--- src/design/pbhh_pkg.sv ---
package pbhh_pkg;

   localparam int ADDR_W_DEF = 24;
   localparam int DATA_W_DEF = 32;
   // Minimum request low time in output clock periods
   localparam int REQ_MIN_LOW_CYC = 2;
   localparam int HOLD_MIN_DEF = REQ_MIN_LOW_CYC;
   localparam logic RST_GRANT = 1'b1;

   typedef enum logic [1:0] {
      PBHH_IDLE,
      PBHH_ACCESS,
      PBHH_HOLD,
      PBHH_LEAVE
   } pbhh_state_t;

   // Request from the core for one primary-bus access
   typedef struct packed {
      logic        valid;
      logic        write;
      logic [23:0] addr;
      logic [31:0] data;
   } pbhh_req_t;

   // Drive side of the shared bus pins
   typedef struct packed {
      logic        strobe_b;
      logic        rw;
      logic [23:0] addr;
      logic [31:0] data;
      logic        ctl_oe;
      logic        data_oe;
   } pbhh_pins_t;

endpackage : pbhh_pkg

--- src/design/pbhh_top.sv ---
`timescale 1ns/1ps
`default_nettype none
module pbhh_top #(
   parameter int ACC_CYC = 1
) (
   // Clock and reset
   input  wire logic                sys_clk,
   input  wire logic                rst_b,
   // External master handshake
   input  wire logic                bus_release_request_b,
   output var  logic                bus_release_grant_b,
   // Control bit
   input  wire logic                hold_disable,
   // Core access port
   input  wire pbhh_pkg::pbhh_req_t core_req,
   output var  logic                core_stall,
   output var  logic                core_done,
   output var  logic [31:0]         core_rdata,
   // Primary bus pins
   output var  pbhh_pkg::pbhh_pins_t pins,
   input  wire logic [31:0]         bus_data_in
);
   typedef struct packed {
      pbhh_pkg::pbhh_state_t st;
      logic [7:0]            cnt;
      pbhh_pkg::pbhh_req_t   cur;
      pbhh_pkg::pbhh_req_t   pend;
      logic                  grant_b;
      logic                  stall;
      logic                  done;
      logic [31:0]           rdata;
      pbhh_pkg::pbhh_pins_t  pins;
   } pbhh_regs_t;

   pbhh_regs_t r;
   pbhh_regs_t next_r;
   logic       req_sync_b;
   logic       hold_want;

   // Two-flop synchroniser on the pin; adds the possible extra cycle
   pbhh_sync #(.RST_VAL(1'b1)) u_sync (
      .sys_clk  (sys_clk),
      .rst_b    (rst_b),
      .async_in (bus_release_request_b),
      .sync_out (req_sync_b)
   );

   assign hold_want = !req_sync_b && !hold_disable;

   always_comb begin
      next_r      = r;
      next_r.done = 1'b0;
      case (r.st)
         pbhh_pkg::PBHH_IDLE: begin
            next_r.pins.strobe_b = 1'b1;
            next_r.pins.ctl_oe   = 1'b1;
            next_r.pins.data_oe  = 1'b0;
            next_r.stall         = 1'b0;
            if (hold_want) begin
               // No cycle running, so float and grant together
               next_r.st            = pbhh_pkg::PBHH_HOLD;
               next_r.grant_b       = 1'b0;
               next_r.pins.ctl_oe   = 1'b0;
            end else if (r.pend.valid) begin
               next_r.cur        = r.pend;
               next_r.pend.valid = 1'b0;
               next_r.st         = pbhh_pkg::PBHH_ACCESS;
               next_r.cnt        = 8'(ACC_CYC);
               next_r.stall      = 1'b1;
            end else if (core_req.valid) begin
               next_r.cur   = core_req;
               next_r.st    = pbhh_pkg::PBHH_ACCESS;
               next_r.cnt   = 8'(ACC_CYC);
               next_r.stall = 1'b1;
            end
            if (next_r.st == pbhh_pkg::PBHH_ACCESS) begin
               next_r.pins.strobe_b = 1'b0;
               next_r.pins.rw       = !next_r.cur.write;
               next_r.pins.addr     = next_r.cur.addr;
               next_r.pins.data     = next_r.cur.data;
               next_r.pins.data_oe  = next_r.cur.write;
            end
         end
         pbhh_pkg::PBHH_ACCESS: begin
            // Runs to the end even if a hold is wanted meanwhile
            if (r.cnt <= 8'h01) begin
               next_r.st            = pbhh_pkg::PBHH_IDLE;
               next_r.pins.strobe_b = 1'b1;
               next_r.pins.data_oe  = 1'b0;
               next_r.stall         = 1'b0;
               next_r.done          = 1'b1;
               if (!r.cur.write) begin
                  next_r.rdata = bus_data_in;
               end
            end else begin
               next_r.cnt = r.cnt - 8'h01;
            end
         end
         pbhh_pkg::PBHH_HOLD: begin
            next_r.stall = 1'b0;
            if (!hold_want) begin
               // Grant outlasts the request by one cycle
               next_r.st = pbhh_pkg::PBHH_LEAVE;
            end else if (core_req.valid && !core_req.write) begin
               next_r.stall = 1'b1;
            end else if (core_req.valid && core_req.write) begin
               if (r.pend.valid) begin
                  next_r.stall = 1'b1;
               end else begin
                  next_r.pend = core_req;
                  next_r.done = 1'b1;
               end
            end
         end
         pbhh_pkg::PBHH_LEAVE: begin
            next_r.st           = pbhh_pkg::PBHH_IDLE;
            next_r.grant_b      = 1'b1;
            next_r.pins.ctl_oe  = 1'b1;
            next_r.stall        = core_req.valid;
         end
         default: begin
            next_r.st = pbhh_pkg::PBHH_IDLE;
         end
      endcase
      // A disable mid-hold still exits through the leave step
      if (hold_disable && r.st == pbhh_pkg::PBHH_HOLD) begin
         next_r.st = pbhh_pkg::PBHH_LEAVE;
      end
   end

   always_ff @(posedge sys_clk) begin
      if (!rst_b) begin
         r              <= '0;
         r.st           <= pbhh_pkg::PBHH_IDLE;
         r.grant_b      <= pbhh_pkg::RST_GRANT;
         r.pins.strobe_b <= 1'b1;
         r.pins.rw      <= 1'b1;
         r.pins.ctl_oe  <= 1'b1;
      end else begin
         r <= next_r;
      end
   end

   assign bus_release_grant_b = r.grant_b;
   assign core_stall          = r.stall;
   assign core_done           = r.done;
   assign core_rdata          = r.rdata;
   assign pins                = r.pins;
endmodule // pbhh_top
`default_nettype wire

--- src/design/pbhh_sync.sv ---
`timescale 1ns/1ps
`default_nettype none
module pbhh_sync #(
   parameter logic RST_VAL = 1'b1
) (
   // Clock and reset
   input  wire logic sys_clk,
   input  wire logic rst_b,
   // Asynchronous level in, synchronised level out
   input  wire logic async_in,
   output var  logic sync_out
);
   logic stage1;

   always_ff @(posedge sys_clk) begin
      if (!rst_b) begin
         stage1   <= RST_VAL;
         sync_out <= RST_VAL;
      end else begin
         stage1   <= async_in;
         sync_out <= stage1;
      end
   end
endmodule // pbhh_sync
`default_nettype wire

--- config.mk ---
export PLATFORM = sky130hd
export DESIGN_NAME = pbhh_top
export DESIGN_NICKNAME = d
export VERILOG_FILES = /design/src/design/pbhh_pkg.sv /design/src/design/pbhh_top.sv /design/src/design/pbhh_sync.sv
export SDC_FILE = /design/constraint.sdc
export NUM_CORES = 1
export LEC_CHECK = 0
export ABC_AREA = 0
export BUFFER_PORTS_ARGS = -buffer_cell sky130_fd_sc_hd__clkbuf_2
export CORE_ASPECT_RATIO = 1.75
export CORE_MARGIN = 2
export CORE_UTILIZATION = 51
export CTS_CLUSTER_DIAMETER = 30
export DETAILED_ROUTE_END_ITERATION = 12
export PLACE_DENSITY = 0.74
export SKIP_CTS_REPAIR_TIMING = 1
export SLEW_MARGIN = 20
export SYNTH_ARGS = -nofsm -noshare
export SYNTH_HDL_FRONTEND = slang
export SYNTH_HIERARCHICAL = 1
export SYNTH_SLANG_ARGS = --single-unit
--- constraint.sdc ---
create_clock -name sys_clk -period 1.8 [get_ports sys_clk]
set_input_delay 0.27 -clock sys_clk [delete_from_list [all_inputs] [get_ports sys_clk]]
set_output_delay 0.27 -clock sys_clk [all_outputs]
set_load 0.01 [all_outputs]
=== Yosys cells after proc, flatten, opt, wreduce, memory -nomap -nowiden ===
Index checks and enable logic that the tools add are counted.

* Output and inout bits: 95
* Register bits after elaboration: 222

* Add/subtract/negate cells: 1
* Mux-type cells: 39
* Equal/unequal tests: 14
* Reductions and logical operators: 20
* Bitwise operators: 3
* Order comparisons: 1

{| class="wikitable"
|+ Operators with widths
! cell !! count
|-
| 58-bit 2-to-1 mux || 5
|-
| 68-bit 2-to-1 mux || 2
|-
| 67-bit 2-to-1 mux || 2
|-
| 35-bit 2-to-1 mux || 1
|-
| 32-bit 2-to-1 mux || 1
|-
| 8-bit case mux with 2 select lines || 1
|-
| 2-bit 2-to-1 mux || 7
|-
| 2-bit != test (second input constant) || 7
|-
| 1-bit case mux with 2 select lines || 6
|-
| 1-bit 2-to-1 mux || 11
|-
| 5-bit AND reduction || 2
|-
| 8-bit by 1-bit <= comparator with 1-bit output (second input constant) || 1
|-
| 8-bit 2-to-1 mux || 1
|-
| 2-bit case mux with 4 select lines || 1
|-
| 2-bit AND reduction || 4
|-
| 8-bit by 1-bit subtractor with 8-bit output (second input constant) || 1
|-
| 3-bit != test (second input constant) || 2
|-
| 2-bit nonzero test || 3
|-
| 2-bit by 1-bit equality test with 1-bit output (second input constant) || 2
|-
| 2-bit equality test (second input constant) || 2
|-
| 1-bit logical AND || 4
|-
| 1-bit logical NOT || 4
|-
| 1-bit case mux with 4 select lines || 1
|-
| 4-bit AND reduction || 1
|-
| other kinds (4) || 6
|}

=== Longest topological paths before layout ===
Gate-level depths: netlist (run 1).

* Depth after elaboration: 7
* Mapped depth: 8
* Depth with buffers taken out: 6

=== Hierarchy ===
The synthesis (run 1) kept the hierarchy.

{| class="wikitable"
|+ Modules (own cells, without submodules)
! module !! cells an instance !! area an instance (um2) !! seq. area each (um2) !! times used
|-
| pbhh_top || 1240 || 10286.1 || 4404.2 || 1
|-
| pbhh_sync || 4 || 52.6 || 40.0 || 1
|}

=== Least setup slack after synthesis (run 1) ===
No wires, ideal clock.

* Path type: reg-to-reg
* Start point: register r[219] (netlist bit)
* End point: register, netlist name pins[46]
* Buffers on the path: 2
* Library setup time: 0.119 ns
* Data arrival time: 1.876 ns
* Slack: -0.195 ns
* Required time: 1.681 ns
* Clock period less this slack: 1.995 ns
* Cell stages (with the launch flop): 7
* Cell sequence: dfxtp_1 > inv_1 > ha_1 > buf_1 > clkbuf_1 > o211ai_1 > o221a_2

* Longest elaborated chain between the ends: 6
* Elaborated cells between the ends (all ways): 7
* Those cells by class: eq/ne: 1; mux: 4; reduce/logical: 2

{| class="wikitable"
|+ Ends and longest elaborated chain
! element !! line !! source
|-
| start: declaration || pbhh_top.sv:35 || <nowiki>pbhh_regs_t r;</nowiki>
|-
| start signal: assignment || pbhh_top.sv:140 || <nowiki>r <= next_r;</nowiki>
|-
| 68-bit 2-to-1 mux || pbhh_top.sv:70 || <nowiki>end else if (core_req.valid) begin</nowiki>
|-
| 68-bit 2-to-1 mux || pbhh_top.sv:64 || <nowiki>end else if (r.pend.valid) begin</nowiki>
|-
| 2-bit 2-to-1 mux || pbhh_top.sv:59 || <nowiki>if (hold_want) begin</nowiki>
|-
| 2-bit 2-to-1 mux || pbhh_top.sv:53 || <nowiki>case (r.st)</nowiki>
|-
| 2-bit by 1-bit equality test with 1-bit output || pbhh_top.sv:76 || <nowiki>if (next_r.st == pbhh_pkg::PBHH_ACCESS) begin</nowiki>
|-
| 2-bit AND reduction (no line) (*) || n/a ||
|}

Every way passes the cells marked *; elsewhere a longest branch is shown, timed or not. The select of a mux whose other input is x is not followed.
A chain may end at the register's enable or synchronous reset.

=== Final worst setup path (run 1) ===
* Start point: register r[220] (netlist bit)
* End point: register r (netlist bit core_rdata[9])

* Longest elaborated chain between the ends: 2

{| class="wikitable"
|+ Ends and longest elaborated chain
! element !! line
|-
| 2-bit by 1-bit equality test with 1-bit output || pbhh_top.sv:53
|-
| 3-bit AND reduction (no line) || n/a
|}

Every way passes these cells.

==> results of run 1 <==
## layout by cell type (no fill, tap or decap), drive strengths merged, types with 9 or more instances in the layout
cell,netlist,layout
nand2,312,312
clkbuf,67,235
dfxtp,222,222
a21boi,79,79
o21ai,78,78
nand3,69,69
a31oi,63,63
buf,123,60
mux2,41,41
mux2i,28,28
nand3b,28,28
nor2b,22,22
inv,10,15
nand2b,9,9
## cell type report
class	instances	area (sq um)
fillers	1623	7209
multi-input cells	823	4971
flip-flops and latches	222	4453
repair buffers	253	1673
clock buffers	45	963.4
well taps	245	306.5
clock inverters	16	210.2
inverters	10	37.54
## power by group through the flow
stage	combinational [W]	clock (W)	sequential, W
global placement	0.00499	0	0.00677
global route	0.00592	0.00698	0.00689
finish	0.00540	0.00667	0.00674
detailed placement	0.00508	0	0.00682
floorplan	0.00399	0	0.00665
CTS	0.00511	0.00679	0.00673
## kinds of logic after synthesis
family	Yosys count	synth area share (%)
and+or+nand+nor	473	20.72
AOI/OAI and AO/OA	273	17.43
DFF	222	42.99
buffers and inverters	200	10.84
muxes	69	7.177
adders and majority gates	7	0.8471
## state kept, by name (all words and copies together), names as in the netlist
name                 flops
core_done                1
bus_release_grant_b      1
core_stall               1
r                      125
u_sync/sync_out          1
u_sync/stage1            1
core_rdata              32
pins                    60
## per-layer routing
metal  up-vias  wire [um]  track usage, %
met5         -          0               0
met4         0        669           8.784
met3        52       1176           3.643
met2       228      13030           39.95
met1      4126       9832           24.92
li1       4398          -               -
## how the worst max path moves through the flow
stage,startpoint,end
finish,r[220],core_rdata[9]
global route,r[220],core_rdata[6]
CTS,r[219],r[106]
detailed placement,r[219],r[106]
global placement,r[219],r[118]
floorplan,r[219],r[100]
## through the flow
stage | worst slack [ns] | instances
after global placement | 0.007762 | 1539
after global routing | -0.1323 | 1614
after floorplan | -0.03568 | 1244
final | -0.05707 | 1614
after CTS | -0.1010 | 1600
after detailed placement | -0.04859 | 1539
## tightest hold or removal path: stages
cell and delay, ns:
clkbuf_2 0.08, nand3_1 0.05, nand2_1 0.05
==> metrics.md, run 1 <==
| Metric | Value |
|---|---|
| Boundary Pins | `189` |
| HP Start | `bus_data_in[30]` |
| Worst path cell trace | `inv_2 > ha_4 > or4b_4 > nor4_4 > buf_6 > clkbuf_16 > nand3_1 > nand2_1` |
| Total power | `0.01881 W` |
| Max cap viols | `0` |
| RSZ-0062 raised after global routing | `yes` |
| Reg clk slew, reported paths | `0.06 ns` |
| Global-route wire length before repair | `38890 um` |
| Port-buffer cells | `188` |
| Post-DRT Antenna Nets | `0` |
| Power Density | `1491 mW/mm^2` |
| Crit path capture type | `register` |
| Slowest stage cell, crit path | `or4b_4` |
| Setup Skew | `0.02388 ns` |
| WHS | `0.002203 ns` |
| Final Max Tran Viols | `0` |
| Maximum clock frequency | `538.5 MHz` |
| Die area | `0.02147 sq mm` |
| Drt pass-1 iters | `5` |
| Post-synth EDFFs | `0` |
| Final core occ | `63.63%` |
| Number of antenna violations at the first check in global routing | `0` |
| Syn. warnings | `6` |
| Gpl congestion | `0.8801` |
| Crit path max-delay family | `simple AND/OR/NAND/NOR gates` |
| Critical path class | `reg -> reg` |
| Initial DRC count | `472` |
| HP Class | `in -> reg` |
| Deepest clock path buffer count | `3` |
| CTS tree | `built` |
| WP depth | `8` |
| LEAKAGE | `5.391 nW` |
| Slew headroom | `59.10%` |
| Path depth of the worst reg2reg path | `8` |
| Placed inst area | `0.01112 sq mm` |
| Hold EP | `core_rdata[30]` |
| Failing checks | `setup timing` |
| Layout cell share with drive strength beyond 1 | `28.71%` |
| Startpoint Class | `register` |
| # clock sinks | `222` |
| Crit path max fanout | `8` |
| Post-synthesis net count | `1345` |
| Largest stage delay, worst path | `0.51 ns` |
| DP HPWL | `16090 um` |
| RR Startpoint | `r[220]` |
| TNS Setup | `-1.117 ns` |
| Reg2reg end | `core_rdata[9]` |
| P&R area growth vs syn | `22.01%` |
| Mapped Cells | `1244` |
| Critical path required time | `2.22 ns` |
| Most frequent cells after synthesis | `312 x nand2_1, 222 x dfxtp_1, 93 x buf_4` |
| Vias per cell | `5.455` |
| Worst path bufs/invs | `3` |
| CTS H-tree depth | `2` |
| Final min period | `1.857 ns` |
| Final WS setup | `-0.05707 ns` |
| Wire length per cell | `15.31 um` |
| Final WL | `24710 um` |
| Setup violators final | `32` |
| # nets final | `1445` |
| Post-synth cell types | `53` |
| Share of the synthesized area in the top cell type | `42.99%` |
| Largest net degree at the start of global routing | `85` |
| Total gr overflow | `0` |
| Synthesized area | `0.01034 sq mm` |
| #FFs+latches synth | `222` |
| FF-to-FF setup slack | `-0.06 ns` |
| Clock Power Share | `35.5%` |
| Residual DRC | `0` |
| IR drop worst, VDD | `1.031 mV` |
| Design area | `0.01261 sq mm` |
| Rows | `68` |
| Status | `complete, but fails checks` |
| Mean Syn Cell Area | `8.311 sq um` |
| Worst hold path stage count | `3` |
| Total track usage | `21.75%` |
| Clk root buf | `clkbuf_16` |
| Arrival @ worst endpoint | `2.27 ns` |
| Sw Share | `31.58%` |
| Initial Utilization | `52.15%` |
| CTS buffer count | `34` |
| Die X | `111.6 um` |
| Fin crit share | `103.2%` |
| Power Internal | `0.01287 W` |
| Seq pwr share | `35.8%` |
| Vias in the first global route | `8122` |
| Yosys top cell by area | `dfxtp_1` |
| Worst-margin pin slew | `0.6099 ns` |
| Dominant synthesized flop cell | `dfxtp_1` |
| Gate power share | `28.7%` |
| Worst-Skew Late Latency | `0.49 ns` |
| Final Hold Fails | `0` |
| ANT cells | `0` |
| Sequential fraction of the synthesis area | `42.99%` |
| Core area | `0.01982 sq mm` |
| Top post-synthesis cells by area | `dfxtp_1 43%, nand2_1 11%, buf_4 6.8%` |
| Sw Pwr | `0.005940 W` |
| Fraction of registers with async set/reset | `0%` |
| Vias | `8804` |
| Die H | `192.4 um` |
| Cell with the most instances after synthesis | `nand2_1` |
No activity file was read; power rests on OpenSTA's default activity.
==> inputs of run 2 (changes only) <==
--- a/config.mk
+++ b/config.mk
@@ -9,10 +9,12 @@
 export BUFFER_PORTS_ARGS = -buffer_cell sky130_fd_sc_hd__clkbuf_2
 export CORE_ASPECT_RATIO = 1.75
 export CORE_MARGIN = 2
-export CORE_UTILIZATION = 51
+export CORE_UTILIZATION = 52
+export CTS_BUF_LIST = sky130_fd_sc_hd__clkbuf_4 sky130_fd_sc_hd__clkbuf_8
 export CTS_CLUSTER_DIAMETER = 30
 export DETAILED_ROUTE_END_ITERATION = 12
-export PLACE_DENSITY = 0.74
+export PLACE_DENSITY = 0.75
+export SETUP_SLACK_MARGIN = 0.2
 export SKIP_CTS_REPAIR_TIMING = 1
 export SLEW_MARGIN = 20
 export SYNTH_ARGS = -nofsm -noshare
==> constraint.sdc (replaced) <==
create_clock -name sys_clk -period 1.8 [get_ports sys_clk]
set_input_delay 0.18 -clock sys_clk [delete_from_list [all_inputs] [get_ports sys_clk]]
set_output_delay 0.18 -clock sys_clk [all_outputs]
set_load 0.01 [all_outputs]
==> run 2 against run 1 <==
  * The flow still finishes with violations (setup timing)
  * Non-clock buffer count increased by 100
  * Final cell count increased by 6.3%
  * Clock skew about the same
  * Fmax increased by 1.1%
  * Flip-flop and latch count unchanged
  * Total power increased by 1.6%
  * Register-to-register slack improved by 0.02 ns
  * Global-route usage increased by 0.61 points
  * Sequential share of layout area decreased by 3.4 points
  * Cell area increased by 11%
  * Highest routed layer unchanged
==> metrics.md, run 2 (synthesis gave the netlist of run 1 again) <==
| Metric | Value |
|---|---|
| Worst-Skew Late Latency | `0.52 ns (+0.03 ns)` |
| Placed inst area | `0.01124 sq mm (+1.1%)` |
| TNS Setup | `-0.08971 ns (+1.028 ns)` |
| Initial DRC count | `646 (+37%)` |
| Arrival @ worst endpoint | `2.23 ns (-0.04 ns)` |
| Die area | `0.02107 sq mm (-1.9%)` |
| Top Metal Used | `met4` |
| Maximum clock frequency | `544.3 MHz (+1.1%)` |
| P&R area growth vs syn | `35.33%` |
| Residual DRC | `0 (unchanged)` |
| Vias | `9597 (+9.0%)` |
| Design area | `0.01399 sq mm (+11%)` |
| Clk root buf | `clkbuf_8` |
| DP HPWL | `16080 um (about the same)` |
| Setup violators final | `7 (-78%)` |
| Path depth of the worst reg2reg path | `7 (-1)` |
| DR WL met3 | `1652 um (+40%)` |
| Deepest clock path buffer count | `3 (unchanged)` |
| Critical path class | `reg -> reg` |
| FF-to-FF setup slack | `-0.04 ns (+0.02 ns)` |
| CTS buffer count | `37 (+8.8%)` |
| Gpl congestion | `0.9125 (+3.7%)` |
| Layout cell share with drive strength beyond 1 | `34.79% (+6.1 points)` |
| Failing checks | `setup timing` |
| Final Max Tran Viols | `0 (unchanged)` |
| # clock sinks | `222 (unchanged)` |
| Wire length per cell | `17.71 um (+16%)` |
| Final min period | `1.837 ns (-0.01983 ns)` |
| Slowest stage cell, crit path | `or4_4` |
| Worst-margin pin slew | `0.4007 ns (-0.2092 ns)` |
| Crit path max-delay family | `simple AND/OR/NAND/NOR gates` |
| Met1 wire length | `11790 um (+20%)` |
| Pre-CTS setup slack | `0.008925 ns (+0.05751 ns)` |
| Rows | `68 (unchanged)` |
| Most frequent cells in the layout | `291 x nand2_1, 215 x dfxtp_1, 187 x clkbuf_2` |
| RSZ-0062 raised after global routing | `yes` |
| HP Class | `in -> reg` |
| Worst path bufs/invs | `2 (-1)` |
| Largest Register | `r` |
| Status | `complete, but fails checks` |
| Setup Skew | `0.02347 ns (-0.0004195 ns)` |
| Most common cell after layout, fill and taps aside | `nand2_1` |
| HP Start | `rst_b` |
| IR drop worst, VDD | `0.9066 mV (-12%)` |
| Number of antenna violations at the first check in global routing | `1 (+1)` |
| Port-buffer cells | `188 (unchanged)` |
| Post-DRT Antenna Nets | `0 (unchanged)` |
| Final Hold Fails | `0 (unchanged)` |
| Core area | `0.01965 sq mm (-0.86%)` |
| Critical path required time | `2.20 ns (-0.02 ns)` |
| Final WS setup | `-0.03724 ns (+0.01983 ns)` |
| CTS H-tree depth | `2 (unchanged)` |
| Die H | `190.5 um (-0.95%)` |
| Reg clk slew, reported paths | `0.06 ns (about the same)` |
| Metal2 WL | `15820 um (+21%)` |
| Worst hold path stage count | `2 (-1)` |
| Drt pass-1 iters | `5 (unchanged)` |
| LEAKAGE | `5.958 nW (+11%)` |
| Die X | `110.6 um (-0.93%)` |
| Hold EP | `u_sync/stage1` |
| Vias per cell | `5.593 (+2.5%)` |
| Reg2reg end | `r[143]` |
| Largest stage delay, worst path | `0.56 ns (+0.05 ns)` |
| Startpoint Class | `register` |
| Power Density | `1366 mW/mm^2 (-8.4%)` |
| # nets final | `1547 (+7.1%)` |
| Largest net degree at the start of global routing | `67 (-21%)` |
| Boundary Pins | `189 (unchanged)` |
| Initial Utilization | `52.60% (+0.45 points)` |
| Crit path max fanout | `22 (+14)` |
| Vias in the first global route | `8335 (+2.6%)` |
| Worst path cell trace | `buf_4 > ha_4 > nand2b_4 > or4_4 > clkbuf_16 > nand2_1 > a21boi_1` |
| Fin crit share | `102.1% (-1.1 points)` |
| Total track usage | `22.36% (+0.61 points)` |
| Max cap viols | `0 (unchanged)` |
| RR Startpoint | `r[220]` |
| Crit path capture type | `register` |
| CTS tree | `built` |
| Max reg flops | `125 (unchanged)` |
| Global-route wire length before repair | `39780 um (+2.3%)` |
| Slew headroom | `73.29% (+14 points)` |
| Total gr overflow | `0 (unchanged)` |
| Final WL | `30390 um (+23%)` |
-- run 2: cell types whose count changed in the layout (fill, tap and decap cells not counted), sizes merged --
cell / before / now
clkinv: 5 / 7
bufinv: 4 / 2
diode: 0 / 2
buf: 60 / 67
clkinvlp: 2 / 1
dlygate4sd3: 3 / 89
inv: 15 / 10
o311a: 2 / 1
clkbuf: 235 / 249
-- run 2: layout make-up --
cell class                 count  area (sq um)
timing repair buffer         353          2944
fill                        1412          5663
tap                          245         306.5
sequential                   222          4461
multi-input combinational    822          5466
inverter                      10         42.54
clock inverter                10         106.4
clock buffer                  52         659.4
antenna                        2         5.005
-- run 2: worst max path at each step --
stage                       from             to  cells past startpoint
after floorplan           r[215]         r[217]                      5
after global placement    r[220]  core_rdata[0]                      7
after detailed placement  r[211]         r[215]                      6
after CTS                 r[211]         r[215]                      6
after global routing      r[220]         r[143]                      7
final                     r[220]         r[143]                      7
-- run 2: power by group --
part / total [W] / switching (W) / leakage, nW / internal, W
Sequential: 0.00689 / 0.000782 / 1.82 / 0.00611
Clock: 0.00469 / 0.00204 / 0.407 / 0.00265
Combinational: 0.00753 / 0.00398 / 3.73 / 0.00356
-- run 2: routing by layer --
metal / vias to the layer above / GRT usage (%)
li1: 4595 / -
met1: 4591 / 26.09
met2: 329 / 39.24
met3: 82 / 4.387
met4: 0 / 10.72
met5: - / 0
-- run 2: per-stage QoR --
step                hold slack, ns  instances  utilization [%]  total power [W]
detailed placement          0.3673       1527            57.21          0.01193
global placement            0.3751       1527            57.21          0.01176
finish                    0.004029       1716            71.19          0.01911
CTS                        -0.1763       1589            61.10          0.01662
floorplan                   0.2530       1244                -          0.01088
global route               0.01333       1715            71.17          0.01997
==> inputs of run 3 (changes only) <==
--- a/config.mk
+++ b/config.mk
@@ -13,7 +13,8 @@
 export CTS_BUF_LIST = sky130_fd_sc_hd__clkbuf_4 sky130_fd_sc_hd__clkbuf_8
 export CTS_CLUSTER_DIAMETER = 30
 export DETAILED_ROUTE_END_ITERATION = 12
-export PLACE_DENSITY = 0.75
+export HOLD_SLACK_MARGIN = 0.02
+export PLACE_DENSITY = 0.84
 export SETUP_SLACK_MARGIN = 0.2
 export SKIP_CTS_REPAIR_TIMING = 1
 export SLEW_MARGIN = 20
==> run 3 against run 2 <==
  * The run still ends with setup timing left
  * Sequential power fell by 0.6%
  * Fmax grew 1.2%
  * Cell area is 4.2% lower
  * Worst setup slack better by 0.022 ns
  * Flip-flop and latch count stayed put
  * Global-route usage is 0.42 points higher
  * Critical path type unchanged
  * Largest cell class unchanged
==> metrics.md, run 3 (synthesis gave the netlist of run 1 again) <==
| Metric | Value |
|---|---|
| Status | `complete, but fails checks` |
| Failing checks | `setup timing` |
| Reg clk slew, reported paths | `0.06 ns (about the same)` |
| Most frequent cells in the layout | `312 x nand2_1, 215 x dfxtp_1, 187 x clkbuf_2` |
| IR drop worst, VDD | `0.8968 mV (-1.1%)` |
| Clock Power Share | `26.1% (+1.6 points)` |
| Reg area | `0.004463 sq mm (about the same)` |
| # nets final | `1528 (-1.2%)` |
| Fin crit share | `100.9% (-1.2 points)` |
| Most common cell after layout, fill and taps aside | `nand2_1` |
| Port-buffer cells | `188 (unchanged)` |
| Vias | `9531 (-0.69%)` |
| ANT cells | `0 (-2)` |
| Global-route wire length before repair | `40440 um (+1.7%)` |
| Startpoint Class | `register` |
| Total track usage | `22.77% (+0.42 points)` |
| Crit path max-delay family | `simple AND/OR/NAND/NOR gates` |
| Final Hold Fails | `0 (unchanged)` |
| Placed insts | `1525 (-0.13%)` |
| WP depth | `8 (+1)` |
| Setup Skew | `0.05219 ns (+0.02872 ns)` |
| Die X | `110.6 um (unchanged)` |
| Arrival @ worst endpoint | `2.28 ns (+0.05 ns)` |
| HP Start | `rst_b` |
| Slowest stage cell, crit path | `or4b_4` |
| Final min period | `1.816 ns (-0.02154 ns)` |
| Residual DRC | `0 (unchanged)` |
| Vias in the first global route | `8544 (+2.5%)` |
| RR Startpoint | `r[220]` |
| Power Density | `1325 mW/mm^2 (-3.0%)` |
| Boundary Pins | `189 (unchanged)` |
| CTS tree | `built` |
| HP Class | `in -> reg` |
| Largest net degree at the start of global routing | `65 (-3.0%)` |
| P&R area growth vs syn | `29.61%` |
| Non-Filler Instances | `1693 (-1.3%)` |
| Initial DRC count | `767 (+19%)` |
| Setup violators final | `5 (-2)` |
| Crit path capture type | `register` |
| Maximum clock frequency | `550.8 MHz (+1.2%)` |
| Crit path from | `r[220]` |
| Worst-Skew Late Latency | `0.55 ns (+0.03 ns)` |
| Gate power share | `35.3% (-4.1 points)` |
| CTS H-tree depth | `2 (unchanged)` |
| Worst-margin pin slew | `0.5633 ns (+0.1626 ns)` |
| Max reg flops | `125 (unchanged)` |
| Layout cell share with drive strength beyond 1 | `29.90% (-4.9 points)` |
| Final Max Tran Viols | `0 (unchanged)` |
| Worst path bufs/invs | `3 (+1)` |
| Rows | `68 (unchanged)` |
| DP HPWL | `16370 um (+1.8%)` |
| Core area | `0.01965 sq mm (unchanged)` |
| Seq pwr share | `38.6% (+2.5 points)` |
| Crit path max fanout | `8 (-64%)` |
| Sw Pwr | `0.006153 W (-9.4%)` |
| # clock sinks | `222 (unchanged)` |
| Filler Cells Inserted | `1375 (-2.6%)` |
| Critical path class | `reg -> reg` |
| Largest stage delay, worst path | `0.51 ns (-0.05 ns)` |
| Total gr overflow | `0 (unchanged)` |
| Slew headroom | `62.22% (-11 points)` |
| Gpl congestion | `0.8994 (-1.4%)` |
| Die H | `190.5 um (unchanged)` |
| Wire length per cell | `17.53 um (-1.0%)` |
| Final WS setup | `-0.01570 ns (+0.02154 ns)` |
| Multi-input logic area | `0.005223 sq mm (-4.5%)` |
| CTS buffer count | `37 (unchanged)` |
| Initial Utilization | `52.60% (unchanged)` |
| Path depth of the worst reg2reg path | `8 (+1)` |
| Number of antenna violations at the first check in global routing | `0 (-1)` |
| Worst hold path stage count | `2 (unchanged)` |
| Die area | `0.02107 sq mm (unchanged)` |
| Sw Share | `34.66% (-0.88 points)` |
| Max cap viols | `0 (unchanged)` |
| TNS Setup | `-0.04061 ns (+0.04910 ns)` |
| Critical path required time | `2.26 ns (+0.06 ns)` |
| LEAKAGE | `5.663 nW (-5.0%)` |
| Vias per cell | `5.630 (+0.66%)` |
| Post-DRT Antenna Nets | `0 (unchanged)` |
| RSZ-0062 raised after global routing | `yes` |
| Power Internal | `0.01160 W (-5.9%)` |
| Final WL | `29680 um (-2.3%)` |
| Deepest clock path buffer count | `3 (unchanged)` |
| Worst path cell trace | `inv_4 > ha_4 > or4b_4 > nor4_4 > buf_6 > clkbuf_16 > nand3_2 > nand2_1` |
| Clk root buf | `clkbuf_8` |
| Largest Register | `r` |
| Drt pass-1 iters | `5 (unchanged)` |
==> run 3: worst paths after layout <==
check                                  endpoint  slack, ns
worst max register to register    core_rdata[7]      -0.02
worst max-delay path              core_rdata[7]      -0.02
worst min register to register  u_sync/sync_out       0.41
worst min-delay path                   pins[59]       0.04
==> run 3: cell type report <==
class | count | area share, %
clock buffer | 51 | 4.865
multi-input combinational | 822 | 38.97
clock inverter | 9 | 0.8217
timing repair buffer | 334 | 19.43
tap | 245 | 2.288
sequential | 222 | 33.31
inverter | 10 | 0.3175
==> run 3: worst reg2reg max path, stage by stage, from the launching register on <==
cell and delay (ns):
dfxtp_4 0.35, inv_4 0.08, ha_4 0.14, or4b_4 0.51, nor4_4 0.18, buf_6 0.18
clkbuf_16 0.17, nand3_2 0.07, nand2_1 0.09
==> run 3: power groups by stage <==
| stage | logic (W) | clock network [W] | registers (W) |
|---|---|---|---|
| 4_1_cts | 0.00502 | 0.00469 | 0.00678 |
| 6_report | 0.00626 | 0.00464 | 0.00685 |
| 3_5_place_dp | 0.00498 | 0 | 0.00688 |
| 5_1_grt | 0.00676 | 0.00492 | 0.00696 |
| 2_1_floorplan | 0.00421 | 0 | 0.00668 |
| 3_3_place_gp | 0.00487 | 0 | 0.00681 |
==> run 3: metrics by stage <==
step                area, sq um  total power, W  util [%]  setup WS, ns  hold slack (ns)
global placement          11230         0.01168     57.14       0.04680           0.3808
global route              13400         0.01863     68.18       -0.1020          0.05533
floorplan                 10710         0.01088         -       0.04023           0.2530
detailed placement        11230         0.01186     57.14       0.01122           0.3825
finish                    13400         0.01775     68.18      -0.01570          0.04341
CTS                       11990         0.01649     61.02      -0.02327          -0.1835
==> run 3: metal layers <==
layer	up-vias	global-route usage, %	routed length [um]
li1	4551	-	-
met1	4540	24.80	11300
met2	351	41.55	15700
met3	89	4.005	1456
met4	0	12.64	1224
met5	-	0	0
